===== config.mk =====
export PLATFORM = sky130hd
export DESIGN_NAME = dmsd_synth_divider
export DESIGN_NICKNAME = d
export VERILOG_FILES = /design/src/core/dmsd_pkg.sv /design/src/core/dmsd_chain_if.sv /design/src/core/dmsd_prescaler.sv /design/src/core/dmsd_modcount.sv /design/src/core/dmsd_synth_divider.sv
export SDC_FILE = /design/constraint.sdc
export NUM_CORES = 1
export LEC_CHECK = 0
export BUFFER_PORTS_ARGS = -buffer_cell sky130_fd_sc_hd__buf_2
export CORE_MARGIN = 2
export CORE_UTILIZATION = 40
export CTS_CLUSTER_SIZE = 14
export DETAILED_ROUTE_END_ITERATION = 12
export HOLD_SLACK_MARGIN = 0.12
export REMOVE_ABC_BUFFERS = 1
export SLEW_MARGIN = 20
export SYNTH_ARGS = -nofsm -noshare
export SYNTH_HDL_FRONTEND = slang
export SYNTH_SLANG_ARGS = --single-unit

===== constraint.sdc =====
create_clock -name clk -period 3.01 [get_ports clk]
set_input_delay 0 -clock clk [delete_from_list [all_inputs] [get_ports clk]]
set_output_delay 0 -clock clk [all_outputs]
set_load 0.03 [all_outputs]

===== src/core/dmsd_pkg.sv =====
// Constants shared by the dual-modulus synthesizer divider design
package dmsd_pkg;
    // Register byte addresses on the APB
    localparam logic [7:0] OFF_PORT = 8'h00;
    localparam logic [7:0] OFF_LATCH = 8'h04;
    localparam logic [7:0] OFF_PROG = 8'h08;
    // Field positions of the port register
    localparam int STROBE_BIT = 7;
    localparam int LOAD_GATE_BIT = 8;
    // Nibble select codes inside the divider core
    localparam logic [2:0] SEL_REF_LO = 3'h0;
    localparam logic [2:0] SEL_REF_HI = 3'h1;
    localparam logic [2:0] SEL_COARSE_LO = 3'h2;
    localparam logic [2:0] SEL_COARSE_HI = 3'h3;
    localparam logic [2:0] SEL_FINE_LO = 3'h4;
    localparam logic [2:0] SEL_FINE_HI = 3'h5;
    localparam logic [2:0] SEL_AUX = 3'h6;
    // Values after reset
    localparam logic [7:0] REF_DIV_RST = 8'h64;
    localparam logic [7:0] COARSE_RST = 8'h3B;
    localparam logic [7:0] FINE_RST = 8'h00;
    localparam logic [3:0] AUX_RST = 4'h0;
    localparam logic [8:0] PORT_RST = 9'h080;
    // Prescaler counts
    localparam logic [3:0] MOD_SHORT = 4'hA;
    localparam logic [3:0] MOD_LONG = 4'hB;
    localparam logic [2:0] QUIN_LAST = 3'h4;
    localparam int PRES_SHORT = 50;
    localparam int PRES_LONG = 51;
    // Auxiliary output choices
    typedef enum logic [1:0] {
        AUX_REF, AUX_PRES, AUX_COMP, AUX_MODCTL
    } dmsd_aux_t;
endpackage : dmsd_pkg


===== src/core/dmsd_chain_if.sv =====
// Signals of the divider chain between prescaler and counters
`timescale 1ns/1ps
`default_nettype none
interface dmsd_chain_if;
    logic oscEdge;
    logic presPulse;
    logic quinaryTop;
    logic quinarySecond;
    logic halfStageOut;
    logic modulusControl;
    logic compPulse;
    modport pre (
        input oscEdge, modulusControl,
        output presPulse, quinaryTop, quinarySecond, halfStageOut
    );
    modport cnt (
        input presPulse,
        output modulusControl, compPulse
    );
    modport top (
        input presPulse, quinaryTop, quinarySecond, halfStageOut,
        input modulusControl, compPulse,
        output oscEdge
    );
endinterface : dmsd_chain_if
`default_nettype wire


===== src/core/dmsd_prescaler.sv =====
// Two-modulus stage plus divide-by-5 stage: a 50/51 prescaler
`timescale 1ns/1ps
`default_nettype none
module dmsd_prescaler
    import dmsd_pkg::*;
(
    input wire logic clk, // System clock
    input wire logic nrst, // Asynchronous reset, active low
    dmsd_chain_if.pre chain // Divider chain signals
);
    logic [3:0] tmCnt_reg, tmCnt_next;
    logic [3:0] modLen_reg, modLen_next;
    logic [2:0] quinCnt_reg, quinCnt_next;
    logic half_reg, half_next;
    logic pres_reg, pres_next;
    logic periodEnd;
    logic enableA, enableB;

    assign enableA = chain.modulusControl;
    assign enableB = (quinCnt_reg != QUIN_LAST);
    assign periodEnd = chain.oscEdge && (tmCnt_reg == modLen_reg - 4'h1);

    always_comb begin
        tmCnt_next = tmCnt_reg;
        modLen_next = modLen_reg;
        quinCnt_next = quinCnt_reg;
        if (chain.oscEdge) begin
            tmCnt_next = tmCnt_reg + 4'h1;
        end
        if (periodEnd) begin
            tmCnt_next = 4'h0;
            // Enables only matter at the output edge
            modLen_next = (enableA || enableB) ? MOD_SHORT : MOD_LONG;
            quinCnt_next = (quinCnt_reg == QUIN_LAST) ? 3'h0 :
                quinCnt_reg + 3'h1;
        end
        // High while count bits 2 and 1 are both clear: 2 of 5 high
        half_next = (quinCnt_next[2:1] == 2'h0);
        pres_next = half_next && !half_reg;
    end

    always_ff @(posedge clk or negedge nrst) begin
        if (!nrst) begin
            tmCnt_reg <= 4'h0;
            modLen_reg <= MOD_SHORT;
            quinCnt_reg <= 3'h0;
            half_reg <= 1'b1;
            pres_reg <= 1'b0;
        end else begin
            tmCnt_reg <= tmCnt_next;
            modLen_reg <= modLen_next;
            quinCnt_reg <= quinCnt_next;
            half_reg <= half_next;
            pres_reg <= pres_next;
        end
    end

    assign chain.presPulse = pres_reg;
    assign chain.quinaryTop = enableB;
    assign chain.quinarySecond = quinCnt_reg[1];
    assign chain.halfStageOut = half_reg;

    // Helper: oscillator edges between prescaler pulses
    logic [6:0] oscSeen;
    logic seenPulse;
    always_ff @(posedge clk or negedge nrst) begin
        if (!nrst) begin
            oscSeen <= 7'h0;
            seenPulse <= 1'b0;
        end else if (pres_reg) begin
            oscSeen <= chain.oscEdge ? 7'h1 : 7'h0;
            seenPulse <= 1'b1;
        end else if (chain.oscEdge) begin
            oscSeen <= oscSeen + 7'h1;
        end
    end

    a_pres_ratio: assert property (@(posedge clk) disable iff (!nrst)
        (pres_reg && seenPulse && !chain.oscEdge) |->
            (oscSeen == 7'(PRES_SHORT) || oscSeen == 7'(PRES_LONG)))
        else $error("prescaler ratio is not 50 or 51");
    a_mod_select: assert property (@(posedge clk) disable iff (!nrst)
        periodEnd |=> (modLen_reg == MOD_LONG) ==
            (!$past(enableA) && !$past(enableB)))
        else $error("two-modulus stage chose wrong modulus");
    a_quin_top: assert property (@(posedge clk) disable iff (!nrst)
        (periodEnd && quinCnt_reg == QUIN_LAST) |=> enableB)
        else $error("quinary top bit stayed low too long");
endmodule : dmsd_prescaler
`default_nettype wire


===== src/core/dmsd_modcount.sv =====
// Coarse and fine counters that drive modulus control
`timescale 1ns/1ps
`default_nettype none
module dmsd_modcount
    import dmsd_pkg::*;
(
    input wire logic clk, // System clock
    input wire logic nrst, // Asynchronous reset, active low
    input wire logic [7:0] coarseCount, // Programmed coarse count
    input wire logic [7:0] fineCount, // Programmed fine count
    dmsd_chain_if.cnt chain // Divider chain signals
);
    logic [7:0] cnt_reg, cnt_next;
    logic mc_reg, mc_next;
    logic comp_reg, comp_next;

    always_comb begin
        cnt_next = cnt_reg;
        comp_next = 1'b0;
        if (chain.presPulse) begin
            // A divisor changed below the count wraps at the next prescaler pulse
            if (cnt_reg >= coarseCount - 8'h1) begin
                cnt_next = 8'h0;
                comp_next = 1'b1;
            end else begin
                cnt_next = cnt_reg + 8'h1;
            end
        end
        mc_next = (cnt_next >= fineCount);
    end

    always_ff @(posedge clk or negedge nrst) begin
        if (!nrst) begin
            cnt_reg <= 8'h0;
            mc_reg <= 1'b1;
            comp_reg <= 1'b0;
        end else begin
            cnt_reg <= cnt_next;
            mc_reg <= mc_next;
            comp_reg <= comp_next;
        end
    end

    assign chain.modulusControl = mc_reg;
    assign chain.compPulse = comp_reg;

    // Helper: prescaler cycles in each comparison period
    logic [7:0] presSeen;
    logic [7:0] lowSeen;
    logic seenComp;
    always_ff @(posedge clk or negedge nrst) begin
        if (!nrst) begin
            presSeen <= 8'h0;
            lowSeen <= 8'h0;
            seenComp <= 1'b0;
        end else if (comp_reg) begin
            presSeen <= 8'h0;
            lowSeen <= 8'h0;
            seenComp <= 1'b1;
        end else if (chain.presPulse) begin
            presSeen <= presSeen + 8'h1;
            lowSeen <= lowSeen + {7'h0, !mc_reg};
        end
    end

    // Helper: a period is judged only if no divisor moved inside it
    logic [7:0] coarsePrev, finePrev;
    logic cfgMoved, cfgQuiet;
    assign cfgMoved = (coarseCount != coarsePrev) || (fineCount != finePrev);
    always_ff @(posedge clk or negedge nrst) begin
        if (!nrst) begin
            coarsePrev <= COARSE_RST;
            finePrev <= FINE_RST;
            cfgQuiet <= 1'b0;
        end else begin
            coarsePrev <= coarseCount;
            finePrev <= fineCount;
            if (comp_reg || cfgMoved) begin
                cfgQuiet <= !cfgMoved;
            end
        end
    end

    a_coarse_period: assert property (@(posedge clk) disable iff (!nrst)
        (comp_reg && seenComp && cfgQuiet && $stable(coarseCount)) |->
            (presSeen == coarseCount))
        else $error("coarse period differs from coarse count");
    a_fine_low: assert property (@(posedge clk) disable iff (!nrst)
        (comp_reg && seenComp && cfgQuiet && $stable(fineCount)) |->
            (lowSeen == fineCount))
        else $error("modulus control low count differs from fine count");
endmodule : dmsd_modcount
`default_nettype wire


===== src/core/dmsd_synth_divider.sv =====
// Top of the dual-modulus synthesizer divider, programmed over APB
//
// Our own choices: the APB register port and the address map.
`timescale 1ns/1ps
`default_nettype none
module dmsd_synth_divider
    import dmsd_pkg::*;
(
    input wire logic clk, // System clock, 40 MHz
    input wire logic nrst, // Asynchronous reset, active low
    input wire logic psel, // APB select
    input wire logic penable, // APB enable
    input wire logic pwrite, // APB direction
    input wire logic [7:0] paddr, // APB byte address
    input wire logic [31:0] pwdata, // APB write data
    output logic [31:0] prdata, // APB read data
    output logic pready, // APB ready
    output logic pslverr, // APB error on unmapped address
    input wire logic oscIn, // Oscillator signal, sampled
    input wire logic ref10mIn, // 10 MHz reference, sampled
    output logic [3:0] nibbleLines, // Latched nibble data
    output logic [2:0] nibbleSelect, // Latched nibble select
    output logic nibbleStrobe, // Latched strobe
    output logic modulusControl, // High: divide by 50
    output logic halfStageOut, // Prescaler rate, 40/60 duty
    output logic refPulse, // One pulse per divided reference period
    output logic divPulse, // One pulse per divided period
    output logic auxOut // Selected test signal
);
    dmsd_chain_if chain ();

    function automatic logic rising(input logic cur, input logic prev);
        rising = cur && !prev;
    endfunction : rising

    // APB slave, no wait state: answer from flops in the first access cycle
    logic [8:0] port_reg, port_next;
    logic [31:0] prdata_reg, prdata_next;
    logic pready_reg, pready_next;
    logic pslverr_reg, pslverr_next;
    logic setupPhase, accessDone, mapped;
    logic [7:0] latch_reg, latch_next;
    logic strobePrev_reg, strobePrev_next;
    logic [3:0] prog_reg [0:7];
    logic [3:0] prog_next [0:7];
    logic [7:0] refDiv, coarseCount, fineCount;

    assign setupPhase = psel && !penable;
    assign accessDone = psel && penable && pready_reg;
    assign mapped = (paddr == OFF_PORT) || (paddr == OFF_LATCH) ||
        (paddr == OFF_PROG);

    always_comb begin
        pready_next = setupPhase;
        pslverr_next = setupPhase && !mapped;
        prdata_next = prdata_reg;
        port_next = port_reg;
        if (setupPhase) begin
            case (paddr)
                OFF_PORT: prdata_next = {23'h0, port_reg};
                OFF_LATCH: prdata_next = {20'h0, chain.quinaryTop,
                    chain.halfStageOut, chain.modulusControl,
                    strobePrev_reg, latch_reg};
                OFF_PROG: prdata_next = {4'h0, prog_reg[SEL_AUX],
                    fineCount, coarseCount, refDiv};
                default: prdata_next = 32'h0;
            endcase
        end
        // Write lands only at the completing edge
        if (accessDone && pwrite && paddr == OFF_PORT) begin
            port_next = pwdata[8:0];
        end
    end

    always_ff @(posedge clk or negedge nrst) begin
        if (!nrst) begin
            port_reg <= PORT_RST;
            prdata_reg <= 32'h0;
            pready_reg <= 1'b0;
            pslverr_reg <= 1'b0;
        end else begin
            port_reg <= port_next;
            prdata_reg <= prdata_next;
            pready_reg <= pready_next;
            pslverr_reg <= pslverr_next;
        end
    end

    assign prdata = prdata_reg;
    assign pready = pready_reg;
    assign pslverr = pslverr_reg;

    // Input latch and divider core programming
    always_comb begin
        latch_next = latch_reg;
        if (port_reg[LOAD_GATE_BIT]) begin
            latch_next = port_reg[7:0];
        end
        strobePrev_next = latch_reg[STROBE_BIT];
        for (int i = 0; i < 8; i++) begin
            prog_next[i] = prog_reg[i];
        end
        // Nibble is taken with the data present at the strobe fall
        if (strobePrev_reg && !latch_reg[STROBE_BIT]) begin
            prog_next[latch_reg[6:4]] = latch_reg[3:0];
        end
    end

    always_ff @(posedge clk or negedge nrst) begin
        if (!nrst) begin
            latch_reg <= PORT_RST[7:0];
            strobePrev_reg <= 1'b1;
            prog_reg[SEL_REF_LO] <= REF_DIV_RST[3:0];
            prog_reg[SEL_REF_HI] <= REF_DIV_RST[7:4];
            prog_reg[SEL_COARSE_LO] <= COARSE_RST[3:0];
            prog_reg[SEL_COARSE_HI] <= COARSE_RST[7:4];
            prog_reg[SEL_FINE_LO] <= FINE_RST[3:0];
            prog_reg[SEL_FINE_HI] <= FINE_RST[7:4];
            prog_reg[SEL_AUX] <= AUX_RST;
            prog_reg[3'h7] <= 4'h0;
        end else begin
            latch_reg <= latch_next;
            strobePrev_reg <= strobePrev_next;
            for (int i = 0; i < 8; i++) begin
                prog_reg[i] <= prog_next[i];
            end
        end
    end

    assign refDiv = {prog_reg[SEL_REF_HI], prog_reg[SEL_REF_LO]};
    assign coarseCount = {prog_reg[SEL_COARSE_HI], prog_reg[SEL_COARSE_LO]};
    assign fineCount = {prog_reg[SEL_FINE_HI], prog_reg[SEL_FINE_LO]};

    // Reference divider and edge sampling of the two fast inputs
    logic oscPrev_reg, refPrev_reg;
    logic oscEdge_reg, oscEdge_next;
    logic refEdge;
    logic [7:0] refCnt_reg, refCnt_next;
    logic refPulse_reg, refPulse_next;

    assign refEdge = rising(ref10mIn, refPrev_reg);

    always_comb begin
        oscEdge_next = rising(oscIn, oscPrev_reg);
        refCnt_next = refCnt_reg;
        refPulse_next = 1'b0;
        if (refEdge) begin
            // Divisor of zero is treated as one instead of hanging
            if (refCnt_reg >= refDiv - 8'h1 || refDiv == 8'h0) begin
                refCnt_next = 8'h0;
                refPulse_next = 1'b1;
            end else begin
                refCnt_next = refCnt_reg + 8'h1;
            end
        end
    end

    always_ff @(posedge clk or negedge nrst) begin
        if (!nrst) begin
            oscPrev_reg <= 1'b0;
            refPrev_reg <= 1'b0;
            oscEdge_reg <= 1'b0;
            refCnt_reg <= 8'h0;
            refPulse_reg <= 1'b0;
        end else begin
            oscPrev_reg <= oscIn;
            refPrev_reg <= ref10mIn;
            oscEdge_reg <= oscEdge_next;
            refCnt_reg <= refCnt_next;
            refPulse_reg <= refPulse_next;
        end
    end

    assign chain.oscEdge = oscEdge_reg;

    dmsd_prescaler u_prescaler (
        .clk(clk),
        .nrst(nrst),
        .chain(chain.pre)
    );

    dmsd_modcount u_modcount (
        .clk(clk),
        .nrst(nrst),
        .coarseCount(coarseCount),
        .fineCount(fineCount),
        .chain(chain.cnt)
    );

    // Output stage and auxiliary test selector
    logic auxOut_reg, auxOut_next;
    logic mc_reg, half_reg, div_reg;
    dmsd_aux_t auxSel;

    assign auxSel = dmsd_aux_t'(prog_reg[SEL_AUX][1:0]);

    always_comb begin
        case (auxSel)
            AUX_REF: auxOut_next = refPulse_reg;
            AUX_PRES: auxOut_next = chain.halfStageOut;
            AUX_COMP: auxOut_next = chain.compPulse;
            AUX_MODCTL: auxOut_next = chain.modulusControl;
            default: auxOut_next = 1'b0;
        endcase
        if (!prog_reg[SEL_AUX][2]) begin
            auxOut_next = 1'b0;
        end
    end

    always_ff @(posedge clk or negedge nrst) begin
        if (!nrst) begin
            auxOut_reg <= 1'b0;
            mc_reg <= 1'b1;
            half_reg <= 1'b1;
            div_reg <= 1'b0;
        end else begin
            auxOut_reg <= auxOut_next;
            mc_reg <= chain.modulusControl;
            half_reg <= chain.halfStageOut;
            div_reg <= chain.compPulse;
        end
    end

    assign nibbleLines = latch_reg[3:0];
    assign nibbleSelect = latch_reg[6:4];
    assign nibbleStrobe = latch_reg[STROBE_BIT];
    assign modulusControl = mc_reg;
    assign halfStageOut = half_reg;
    assign refPulse = refPulse_reg;
    assign divPulse = div_reg;
    assign auxOut = auxOut_reg;

    // Helpers: oscillator edges per comparison period, reference edges
    logic [12:0] totalSeen;
    logic [7:0] refSeen;
    logic seenDiv, seenRef;
    always_ff @(posedge clk or negedge nrst) begin
        if (!nrst) begin
            totalSeen <= 13'h0;
            refSeen <= 8'h0;
            seenDiv <= 1'b0;
            seenRef <= 1'b0;
        end else begin
            if (chain.compPulse) begin
                totalSeen <= 13'h0;
                seenDiv <= 1'b1;
            end else if (oscEdge_reg) begin
                totalSeen <= totalSeen + 13'h1;
            end
            if (refPulse_reg) begin
                refSeen <= 8'h0;
                seenRef <= 1'b1;
            end else if (refEdge) begin
                refSeen <= refSeen + 8'h1;
            end
        end
    end

    // Helper: a period is judged only if no divisor moved inside it
    logic [7:0] coarsePrev, finePrev;
    logic cfgMoved, cfgQuiet;
    assign cfgMoved = (coarseCount != coarsePrev) || (fineCount != finePrev);
    always_ff @(posedge clk or negedge nrst) begin
        if (!nrst) begin
            coarsePrev <= COARSE_RST;
            finePrev <= FINE_RST;
            cfgQuiet <= 1'b0;
        end else begin
            coarsePrev <= coarseCount;
            finePrev <= fineCount;
            if (chain.compPulse || cfgMoved) begin
                cfgQuiet <= !cfgMoved;
            end
        end
    end

    a_latch_hold: assert property (@(posedge clk) disable iff (!nrst)
        !port_reg[LOAD_GATE_BIT] |=> $stable(latch_reg))
        else $error("latch changed while load gate low");
    a_strobe_load: assert property (@(posedge clk) disable iff (!nrst)
        $fell(latch_reg[STROBE_BIT]) |=> ##1
            (prog_reg[$past(latch_reg[6:4], 2)] == $past(latch_reg[3:0], 2)))
        else $error("nibble not stored on strobe fall");
    a_ref_divide: assert property (@(posedge clk) disable iff (!nrst)
        (refPulse_reg && seenRef && $stable(refDiv) && refDiv != 8'h0) |->
            (refSeen == refDiv))
        else $error("reference divider ratio wrong");
    a_total_divide: assert property (@(posedge clk) disable iff (!nrst)
        (chain.compPulse && seenDiv && cfgQuiet && $stable(coarseCount) &&
            $stable(fineCount) && !oscEdge_reg) |->
            (totalSeen == 13'(coarseCount) * 13'd50 + 13'(fineCount)))
        else $error("total divide differs from 50 coarse plus fine");
    a_aux_off: assert property (@(posedge clk) disable iff (!nrst)
        !prog_reg[SEL_AUX][2] |=> !auxOut)
        else $error("auxiliary output active while disabled");
    a_apb_answer: assert property (@(posedge clk) disable iff (!nrst)
        (psel && !penable) |=> pready ##1 !pready)
        else $error("APB answer not one cycle after setup");
endmodule : dmsd_synth_divider
`default_nettype wire


==> results.env, run 1 <==
CP_SLOWEST_CELL='dfstp_2'
LIBRARY_CELL_WITH_THE_HIGHEST_INSTANCE_COUNT_AFTER_SYNTHESIS='dfrtp_1'
SYNTHESIS_TO_LAYOUT_AREA_GROWTH_PCT=21.7
TRACK_USAGE_PCT=17.8
PORT_BUFFERS=66
MAX_STAGE_DELAY_NS=0.54
DETAIL_ROUTE.FIRST_PASS.ITERATIONS=6
SETUP.WORST_PATH.START='coarseCount[1]$_DFFE_PN1P_'
SYNTH_CELLS=472
CLK_PATH_BUF_DEPTH=2
CLOCK_SINKS=112
FINAL.MIN_CLOCK_PERIOD_NS=3.17
CLOCK_ROOT_BUFFER='clkbuf_16'
GRT.OVERFLOW.TOTAL=0
DRCVIOLATIONCOUNT=0
HOLD_PATH.STARTPOINT='paddr[3]'
CLOCK_BUFFERS_CREATED_BY_TRITONCTS=9
LAYOUT_WORST_PATH_CYCLE_SHARE_PCT=105
UNREPAIRED_SETUP_ENDPOINTS_AFTER_GLOBAL_ROUTING='yes'
CRITICAL_PATH_BUF_INV_COUNT=2
SETUP_CRIT_START_KIND='flip-flop'
CRIT_PATH_CELL_TRACE='inv_2, ha_4, buf_4, xnor2_1, ha_1, a211o_1, a31oi_2, o21ai_2, or4b_1, o221ai_2, ha_2, a21o_1, a21oi_2, o31ai_2, nand3_1, nand2_1'
DIE_WIDTH_UM=121
CP_MAX_FO=5
NUMBER_OF_SYNTHESIZED_FLOPS_WITH_AN_ENABLE_PIN=0
DIE_AREA_MM2=0.0147
PLACE_WS_NS=-0.280
WORSTSKEWPAIRLATENCY_NS=0.37
SLEW_VIOL_FINAL=0
CTS_TREE='yes'
SETUP_TOTAL_NEGATIVE_SLACK_NS=-0.157
VIASPERCELL=5.15
CP.REQUIRED_NS=3.32
SYNTH_TOP_CELLS_BY_AREA='dfrtp_1, ha_1, dfstp_2'
CRITICAL_PATH_CLASS='reg -> reg'
SETUP_VIOL_COUNT_FINAL=1
ARRIVAL_NS=3.47
SYNTH_ASYNC_SR_FLOP_SHARE_PCT=100
MULTI_INPUT_AREA_MM2=0.00258
FINAL_CORE_UTIL_PCT=50.2
SYNTHDOMINANTAREACELLTYPE='dfrtp_1'
CLKTRANSATPATHREGS_NS=0.07
POST_SYNTH_NUM_CELL_TYPES=57
MAX_SLEW_MARGIN_PCT=38.9
REGAREA_MM2=0.00282
NUMBER_OF_FLIP_FLOPS_UNDER_THE_LARGEST_REGISTER_NAME=28
STATUS='finished with violations'
TOTAL_LEAKAGE_POWER_nW=3.34
PLACER_CONGESTION=0.788
SYNTH_FLOP_TYPE='dfrtp_1'
FAILED_CHECKS='negative setup slack'
GRT_MAX_DEGREE=73
NUM-FILL-CELLS=1172
ANTENNA_VIOLATIONS_BEFORE_REPAIR=0
YOSYS-TOP-CELLS-COUNT='dfrtp_1, nand2_1, mux2_2, ha_1, nor2_1'
SYNTH_AREA_MM2=0.00548
INITIALDRTVIOLATIONCOUNT=141
FLOORPLAN_DIE_HEIGHT_UM=121
PLACEMENTROWS=42
LAYOUTNONFILLERINSTCOUNT=751
PLACE.DETAILED.INSTANCES=713
GRT_FIRST_PASS_WIRELENGTH_UM=20100
POST_SYNTH.CELL_AREA_AVG_UM2=11.6
MIN-DELAY-PATH-CLASS='in -> reg'
CRITICAL_PATH.ENDPOINT_TYPE='flip-flop'
SHARE_OF_LAYOUT_CELLS_ABOVE_DRIVE_STRENGTH_1_PCT=33.2
REGTOREGSTARTPOINT='coarseCount[1]$_DFFE_PN1P_'
FINAL_NET_COUNT=649
WORST_SLEW_PIN_SLEW_NS=0.917
DETAIL_ROUTED_NET_LENGTH_PER_STANDARD_CELL_UM=16.1
FINALCLOCKSKEW_NS=0.00966
YOSYSSEQAREASHARE_PCT=51.5
SYNTHDOMINANTCELLAREASHARE_PCT=44.3
HOLD_VIOL=0
TOTALPOWERFINAL_mW=3.13
NUMBER_OF_GLOBAL_ROUTE_VIAS_BEFORE_REPAIR=3892
VIAS=3867
COREAREA_MM2=0.0133
DRT-TOTAL-WL_UM=12100
N_ANTENNA_CELL=0
INITIAL_CORE_UTIL_PCT=41.2
DETAILED_PLACE_HPWL_UM=8310
IO_PINS=94
SYNTH.FF_LATCH_COUNT=112
MAX_CAP_VIOL_COUNT=0
CTS_MAX_LEVEL=3
RATIO_OF_TOTAL_POWER_TO_CELL_AREA_mW_PER_MM2=469
CRITICAL-PATH-TOP-DELAY-FAMILY='compound AO/OA/AOI/OAI gates'
ANTENNA_VIOLATING_NETS_POST_ROUTE=0
MAX_FREQ_GHz=0.316
WORST_SLACK_NS=-0.157
YOSYS_SYNTHESIS_WARNING_COUNT=0
POWER.IR.VDD_WORST_V=0.000344
[stage by stage]
step	hold slack, ns	cell area (um^2)
global placement	0.119	6070
floorplan	-0.296	5370
global route	0.188	6670
finish	0.148	6670
detailed placement	0.122	6070
CTS	0.131	6580
[worst register-to-register path, cell delays in order (launching register included)]
cell and delay, ns:
dfstp_2 0.54, inv_2 0.05, ha_4 0.16, buf_4 0.13
xnor2_1 0.12, ha_1 0.31, a211o_1 0.28, a31oi_2 0.17
o21ai_2 0.11, or4b_1 0.53, o221ai_2 0.09, ha_2 0.20
a21o_1 0.14, a21oi_2 0.07, o31ai_2 0.06, nand3_1 0.09
nand2_1 0.07
[cells in the final DEF, fill, tap and decap left out, types with 6 or more instances in the layout]
cell / instances
a22o_1: 25
xor2_1: 11
clkbuf_16: 9
buf_4: 24
nand2_1: 37
dfrtp_1: 97
xnor2_1: 11
mux2i_1: 11
buf_2: 65
o21ai_0: 24
nor2_1: 26
dfstp_2: 15
dlygate4sd3_1: 16
mux2_4: 9
ha_1: 29
inv_1: 19
nand3_1: 9
mux2_2: 33
nand2b_1: 6
[worst paths after layout]
path / endpoint / slack (ns) / cells after the start
min: pslverr$_DFF_PN0_ / 0.15 / 3
min reg2reg: chain.oscEdge$_DFF_PN0_ / 0.40 / 1
min in group asynchronous: port_reg[8]$_DFFE_PN0P_ / 0.30 / 2
max in group asynchronous: prdata[18]$_DFFE_PN0P_ / 1.82 / 3
max reg2reg: u_modcount.chain.modulusControl$_DFF_PN1_ / -0.16 / 16
max: u_modcount.chain.modulusControl$_DFF_PN1_ / -0.16 / 16
[report_power, final]
group	internal, mW	leakage (nW)	switching (mW)
logic	0.149	1.73	0.183
clock network	0.584	0.132	0.561
registers	1.57	1.48	0.0796
[layer usage]
metal,track usage [%],vias to the layer above,part of all wire [%]
li1,-,1867,-
met1,24.0,1908,48
met2,28.0,80,46
met3,5.26,12,5.1
met4,5.09,0,1.2
met5,0,-,0
[cell families (layout without fill, tap and decap cells)]
family          count (synthesis)  in the layout  share of synthesized area [%]
compound gates                 85             85                           11.1
xor+xnor                       22             22                           3.52
fa+ha+maj                      32             32                           7.31
buf+inv                        44            144                           3.65
flops                         112            112                           51.5
mux                            54             54                           11.7
other cells                     1              4                         0.0684
simple gates                  122            122                           11.2
[final cells by class]
type                       count  share of cell area, %
sequential                   112                   42.3
clock buffer                  11                   3.64
inverter                      21                   1.18
multi-input combinational    319                   38.8
tap                          176                   3.30
clock inverter                 5                  0.506
timing repair buffer         107                   10.3
[what timing repair did]
action / CTS / global route
hold buffers: 16 / 0
gates resized for setup: 12 / 14
hold endpoints to repair: 77 / 0
endpoints found under the setup margin: 1 / 1
pin swaps: 11 / 19
buffers inserted: 3 / 3
(Power assumes the default switching activity.)
==> run 2, diff against run 1 <==
Settings changed: ABC_AREA from default to 1, CORE_MARGIN 2 to 4.
==> results.env, run 2 <==
STATUS='finished, final reports clean'
POST_SYNTH_MUX_AREA_SHARE_PCT=0.371  # -11 points
CP_SLOWEST_CELL='dfrtp_1'
NUMBER_OF_GLOBAL_ROUTE_VIAS_BEFORE_REPAIR=4594  # +18%
N_ANTENNA_CELL=0  # unchanged
CLK_PATH_BUF_DEPTH=2  # unchanged
DIE_WIDTH_UM=128  # +5.6%
WORST_SLEW_PIN_SLEW_NS=0.796  # -0.121 ns
MET3ROUTEDLENGTH_UM=464  # -25%
WORSTSKEWPAIRLATENCY_NS=0.35  # -0.02 ns
SETUP_TOTAL_NEGATIVE_SLACK_NS=0  # +0.157 ns
CRITICAL-PATH-TOP-DELAY-FAMILY='simple AND/OR/NAND/NOR gates'
POST_SYNTH_NUM_CELL_TYPES=37  # -35%
MAX_FREQ_GHz=0.364  # +15%
TOPROUTINGLAYERUSED='met4'
SYNTH_TOP_FAMILY_BY_AREA='simple AND/OR/NAND/NOR gates'
MOSTFREQUENTLAYOUTCELL='nand2_1'
CRITICAL_PATH.ENDPOINT_TYPE='flip-flop'
ANTENNA_VIOLATING_NETS_POST_ROUTE=0  # unchanged
STDCELL_AREA_MM2=0.00690  # +3.5%
FINALCLOCKSKEW_NS=0.00701  # -0.00265 ns
INITIAL_CORE_UTIL_PCT=41.0  # -0.18 points
CP_MAX_FO=7  # +2
CTS_TREE='yes'
IO_PINS=94  # unchanged
PLACED_AREA_MM2=0.00624  # +2.8%
DIE_AREA_MM2=0.0163  # +11%
DETAIL_ROUTE.FIRST_PASS.ITERATIONS=5  # -1
CP.REQUIRED_NS=3.28  # -0.04 ns
SETUP_CRIT_START_KIND='flip-flop'
WIRELENGTH_MET1_UM=5980  # +4.2%
NUMBER_OF_FLIP_FLOPS_UNDER_THE_LARGEST_REGISTER_NAME=28  # unchanged
CRIT_PATH_CELL_TRACE='inv_2, nand2_1, nor2_2, nand3_2, nor3_2, xor2_1, ha_1, a21o_1, nor2_2, nand2_1, nand2_2, inv_4, nor2_2, ha_1, a21oi_1, o21ai_1, nand2_1, o2111ai_1'
SHARE_OF_LAYOUT_CELLS_ABOVE_DRIVE_STRENGTH_1_PCT=18.4  # -15 points
MET2ROUTEDLENGTH_UM=6370  # +14%
FLOORPLAN_DIE_HEIGHT_UM=128  # +5.6%
R2R_SLACK_NS=0.26  # +0.42 ns
DETAIL_ROUTED_NET_LENGTH_PER_STANDARD_CELL_UM=13.7  # -15%
VIAS=4640  # +20%
CLOCK_BUFFERS_CREATED_BY_TRITONCTS=9  # unchanged
FINAL_CORE_UTIL_PCT=49.3  # -0.82 points
GRT_FIRST_PASS_WIRELENGTH_UM=22300  # +11%
CRITICAL_PATH_BUF_INV_COUNT=2  # unchanged
SYNTHESIS_TO_LAYOUT_AREA_GROWTH_PCT=20.2
WHS_NS=0.125  # -0.0232 ns
CLOCK_SINKS=112  # unchanged
TRACK_USAGE_PCT=16.8  # -1.0 points
SLEW_VIOL_FINAL=0  # unchanged
COREAREA_MM2=0.0140  # +5.2%
CRITICAL_PATH_CLASS='reg -> reg'
SYNTH_FLOP_TYPE='dfrtp_1'
SYNTH.FF_LATCH_COUNT=112  # unchanged
DETAILED_PLACE_HPWL_UM=9370  # +13%
DRCVIOLATIONCOUNT=0  # unchanged
GRT_MAX_DEGREE=58  # -21%
SYNTH_AREA_MM2=0.00574  # +4.7%
LAYOUT_WORST_PATH_CYCLE_SHARE_PCT=91.3  # -14 points
YOSYS-TOP-CELLS-COUNT='nand2_1, dfrtp_1, inv_1, o21ai_0, nand3_1'
SETUP_VIOL_COUNT_FINAL=0  # -1
FINAL_NET_COUNT=842  # +30%
SYNTH_SIMPLE_GATE_AREA_SHARE_PCT=21.4  # +10 points
TOTALPOWERFINAL_mW=3.63  # +16%
SYNTH-COMPOUND-AREA-SHARE_PCT=11.3  # +0.26 points
ANTENNA_VIOLATIONS_BEFORE_REPAIR=0  # unchanged
YOSYSSEQAREASHARE_PCT=49.1  # -2.3 points
SYNTHDOMINANTCELLAREASHARE_PCT=42.3  # -2.0 points
TOTAL_LEAKAGE_POWER_nW=3.56  # +6.4%
GRT.OVERFLOW.TOTAL=0  # unchanged
VIASPERCELL=4.89  # -4.9%
CTS_MAX_LEVEL=3  # unchanged
SYNTH_TOP_CELLS_BY_AREA='dfrtp_1, nand2_1, ha_1'
RATIO_OF_TOTAL_POWER_TO_CELL_AREA_mW_PER_MM2=526  # +12%
SYNTHDOMINANTAREACELLTYPE='dfrtp_1'
MAX_STAGE_DELAY_NS=0.40  # -0.14 ns
MAX_CAP_VIOL_COUNT=0  # unchanged
POST_SYNTH_FA_HA_MAJ_AREA_FRACTION_PCT=6.97  # -0.33 points
PLACER_CONGESTION=0.828  # +5.1%
FINAL.MIN_CLOCK_PERIOD_NS=2.75  # -0.419 ns
ARRIVAL_NS=3.01  # -0.46 ns
CLOCK_ROOT_BUFFER='clkbuf_16'
MOSTFREQUENTLAYOUTCELLS='nand2_1, dfrtp_1, inv_1'
SYNTH_ASYNC_SR_FLOP_SHARE_PCT=100  # unchanged
PORT_BUFFERS=66  # unchanged
PLACEMENTROWS=43  # +2.4%
MAX_SLEW_MARGIN_PCT=46.5  # +7.6 points
NUMBER_OF_SYNTHESIZED_FLOPS_WITH_AN_ENABLE_PIN=0  # unchanged
INITIALDRTVIOLATIONCOUNT=269  # +91%
POST_SYNTH.CELL_AREA_AVG_UM2=8.57  # -26%
MIN-DELAY-PATH-CLASS='in -> reg'
HOLD_VIOL=0  # unchanged
DRT-TOTAL-WL_UM=13000  # +7.7%
CLKTRANSATPATHREGS_NS=0.07  # about the same
LIBRARY_CELL_WITH_THE_HIGHEST_INSTANCE_COUNT_AFTER_SYNTHESIS='nand2_1'
SYNTH_CELLS=670  # +42%
YOSYS_SYNTHESIS_WARNING_COUNT=0  # unchanged
POWER.IR.VDD_WORST_V=0.000261  # -24%
POST_SYNTH_XOR_AREA_FRACTION_PCT=2.59  # -0.92 points
[run 2: cell types whose count changed in the layout (fill, tap and decap cells not counted), sizes merged, moves of 12 or more]
cell / change
a21oi: +12
a22o: -25
buf: -18
inv: +73
mux2: -41
nand2: +145
nand3: +32
nor2: +16
o21ai: +46
[run 2: worst reg2reg max path, stage by stage, from the launching register on]
cell	delay, ns
dfrtp_1	0.40
inv_2	0.09
nand2_1	0.06
nor2_2	0.13
nand3_2	0.10
nor3_2	0.20
xor2_1	0.17
ha_1	0.26
a21o_1	0.19
nor2_2	0.12
nand2_1	0.07
nand2_2	0.08
inv_4	0.06
nor2_2	0.10
ha_1	0.25
a21oi_1	0.14
o21ai_1	0.08
nand2_1	0.07
o2111ai_1	0.09
[run 2: per-stage QoR]
step / cells / setup WS, ns
finish: 948 / 0.262
global route: 948 / -0.0146
CTS: 944 / 0.0483
detailed placement: 906 / 0.0644
global placement: 906 / 0.142
floorplan: 657 / 0.357
[run 2: final timing paths]
| kind | startpoint | to | cells after the start |
|---|---|---|---|
| min in group asynchronous | nrst | refCnt_reg[5]$_DFFE_PN0P_ | 2 |
| worst max register to register | coarseCount[2]$_DFFE_PN0P_ | u_modcount.chain.modulusControl$_DFF_PN1_ | 18 |
| worst min register to register | u_modcount.chain.modulusControl$_DFF_PN1_ | modulusControl$_DFF_PN1_ | 0 |
| worst min-delay path | psel | pready$_DFF_PN0_ | 4 |
| worst max-delay path | coarseCount[2]$_DFFE_PN0P_ | u_modcount.chain.modulusControl$_DFF_PN1_ | 18 |
| max in group asynchronous | nrst | modulusControl$_DFF_PN1_ | 3 |
[run 2: area by class of cell]
class                   instances  area [um^2]
clock buffers                  11          243
clock inverters                 5          128
fillers                      1362         7090
inverters                      95          359
multi-input cells             450         2510
flip-flops and latches        112         2820
well taps                     180          225
repair buffers                 95          618
[run 2: cell families (layout without fill, tap and decap cells)]
family	count (synthesis)	count (layout)
buf+inv	111	206
fa+ha+maj	32	32
simple gates	288	288
mux	2	2
compound gates	107	107
xor+xnor	17	17
other cells	1	4
flops	112	112
[run 2: power breakdown]
group,switching [mW],total (mW),internal (mW)
Combinational,0.292,0.474,0.182
Sequential,0.0847,1.69,1.61
Clock,0.543,1.46,0.921
Total,0.919,3.63,2.71
[run 2: what timing repair did]
action,4_1_cts,5_1_grt
setup endpoints to repair,0,1
hold buffers,22,0
setup buffers,0,4
resized for setup,0,16
hold endpoints to repair,60,0
[run 2: routing by layer]
layer | vias up | global-route usage, %
li1 | 2328 | -
met1 | 2208 | 22.7
met4 | 0 | 5.81
met3 | 21 | 2.71
met2 | 83 | 27.7
met5 | - | 0
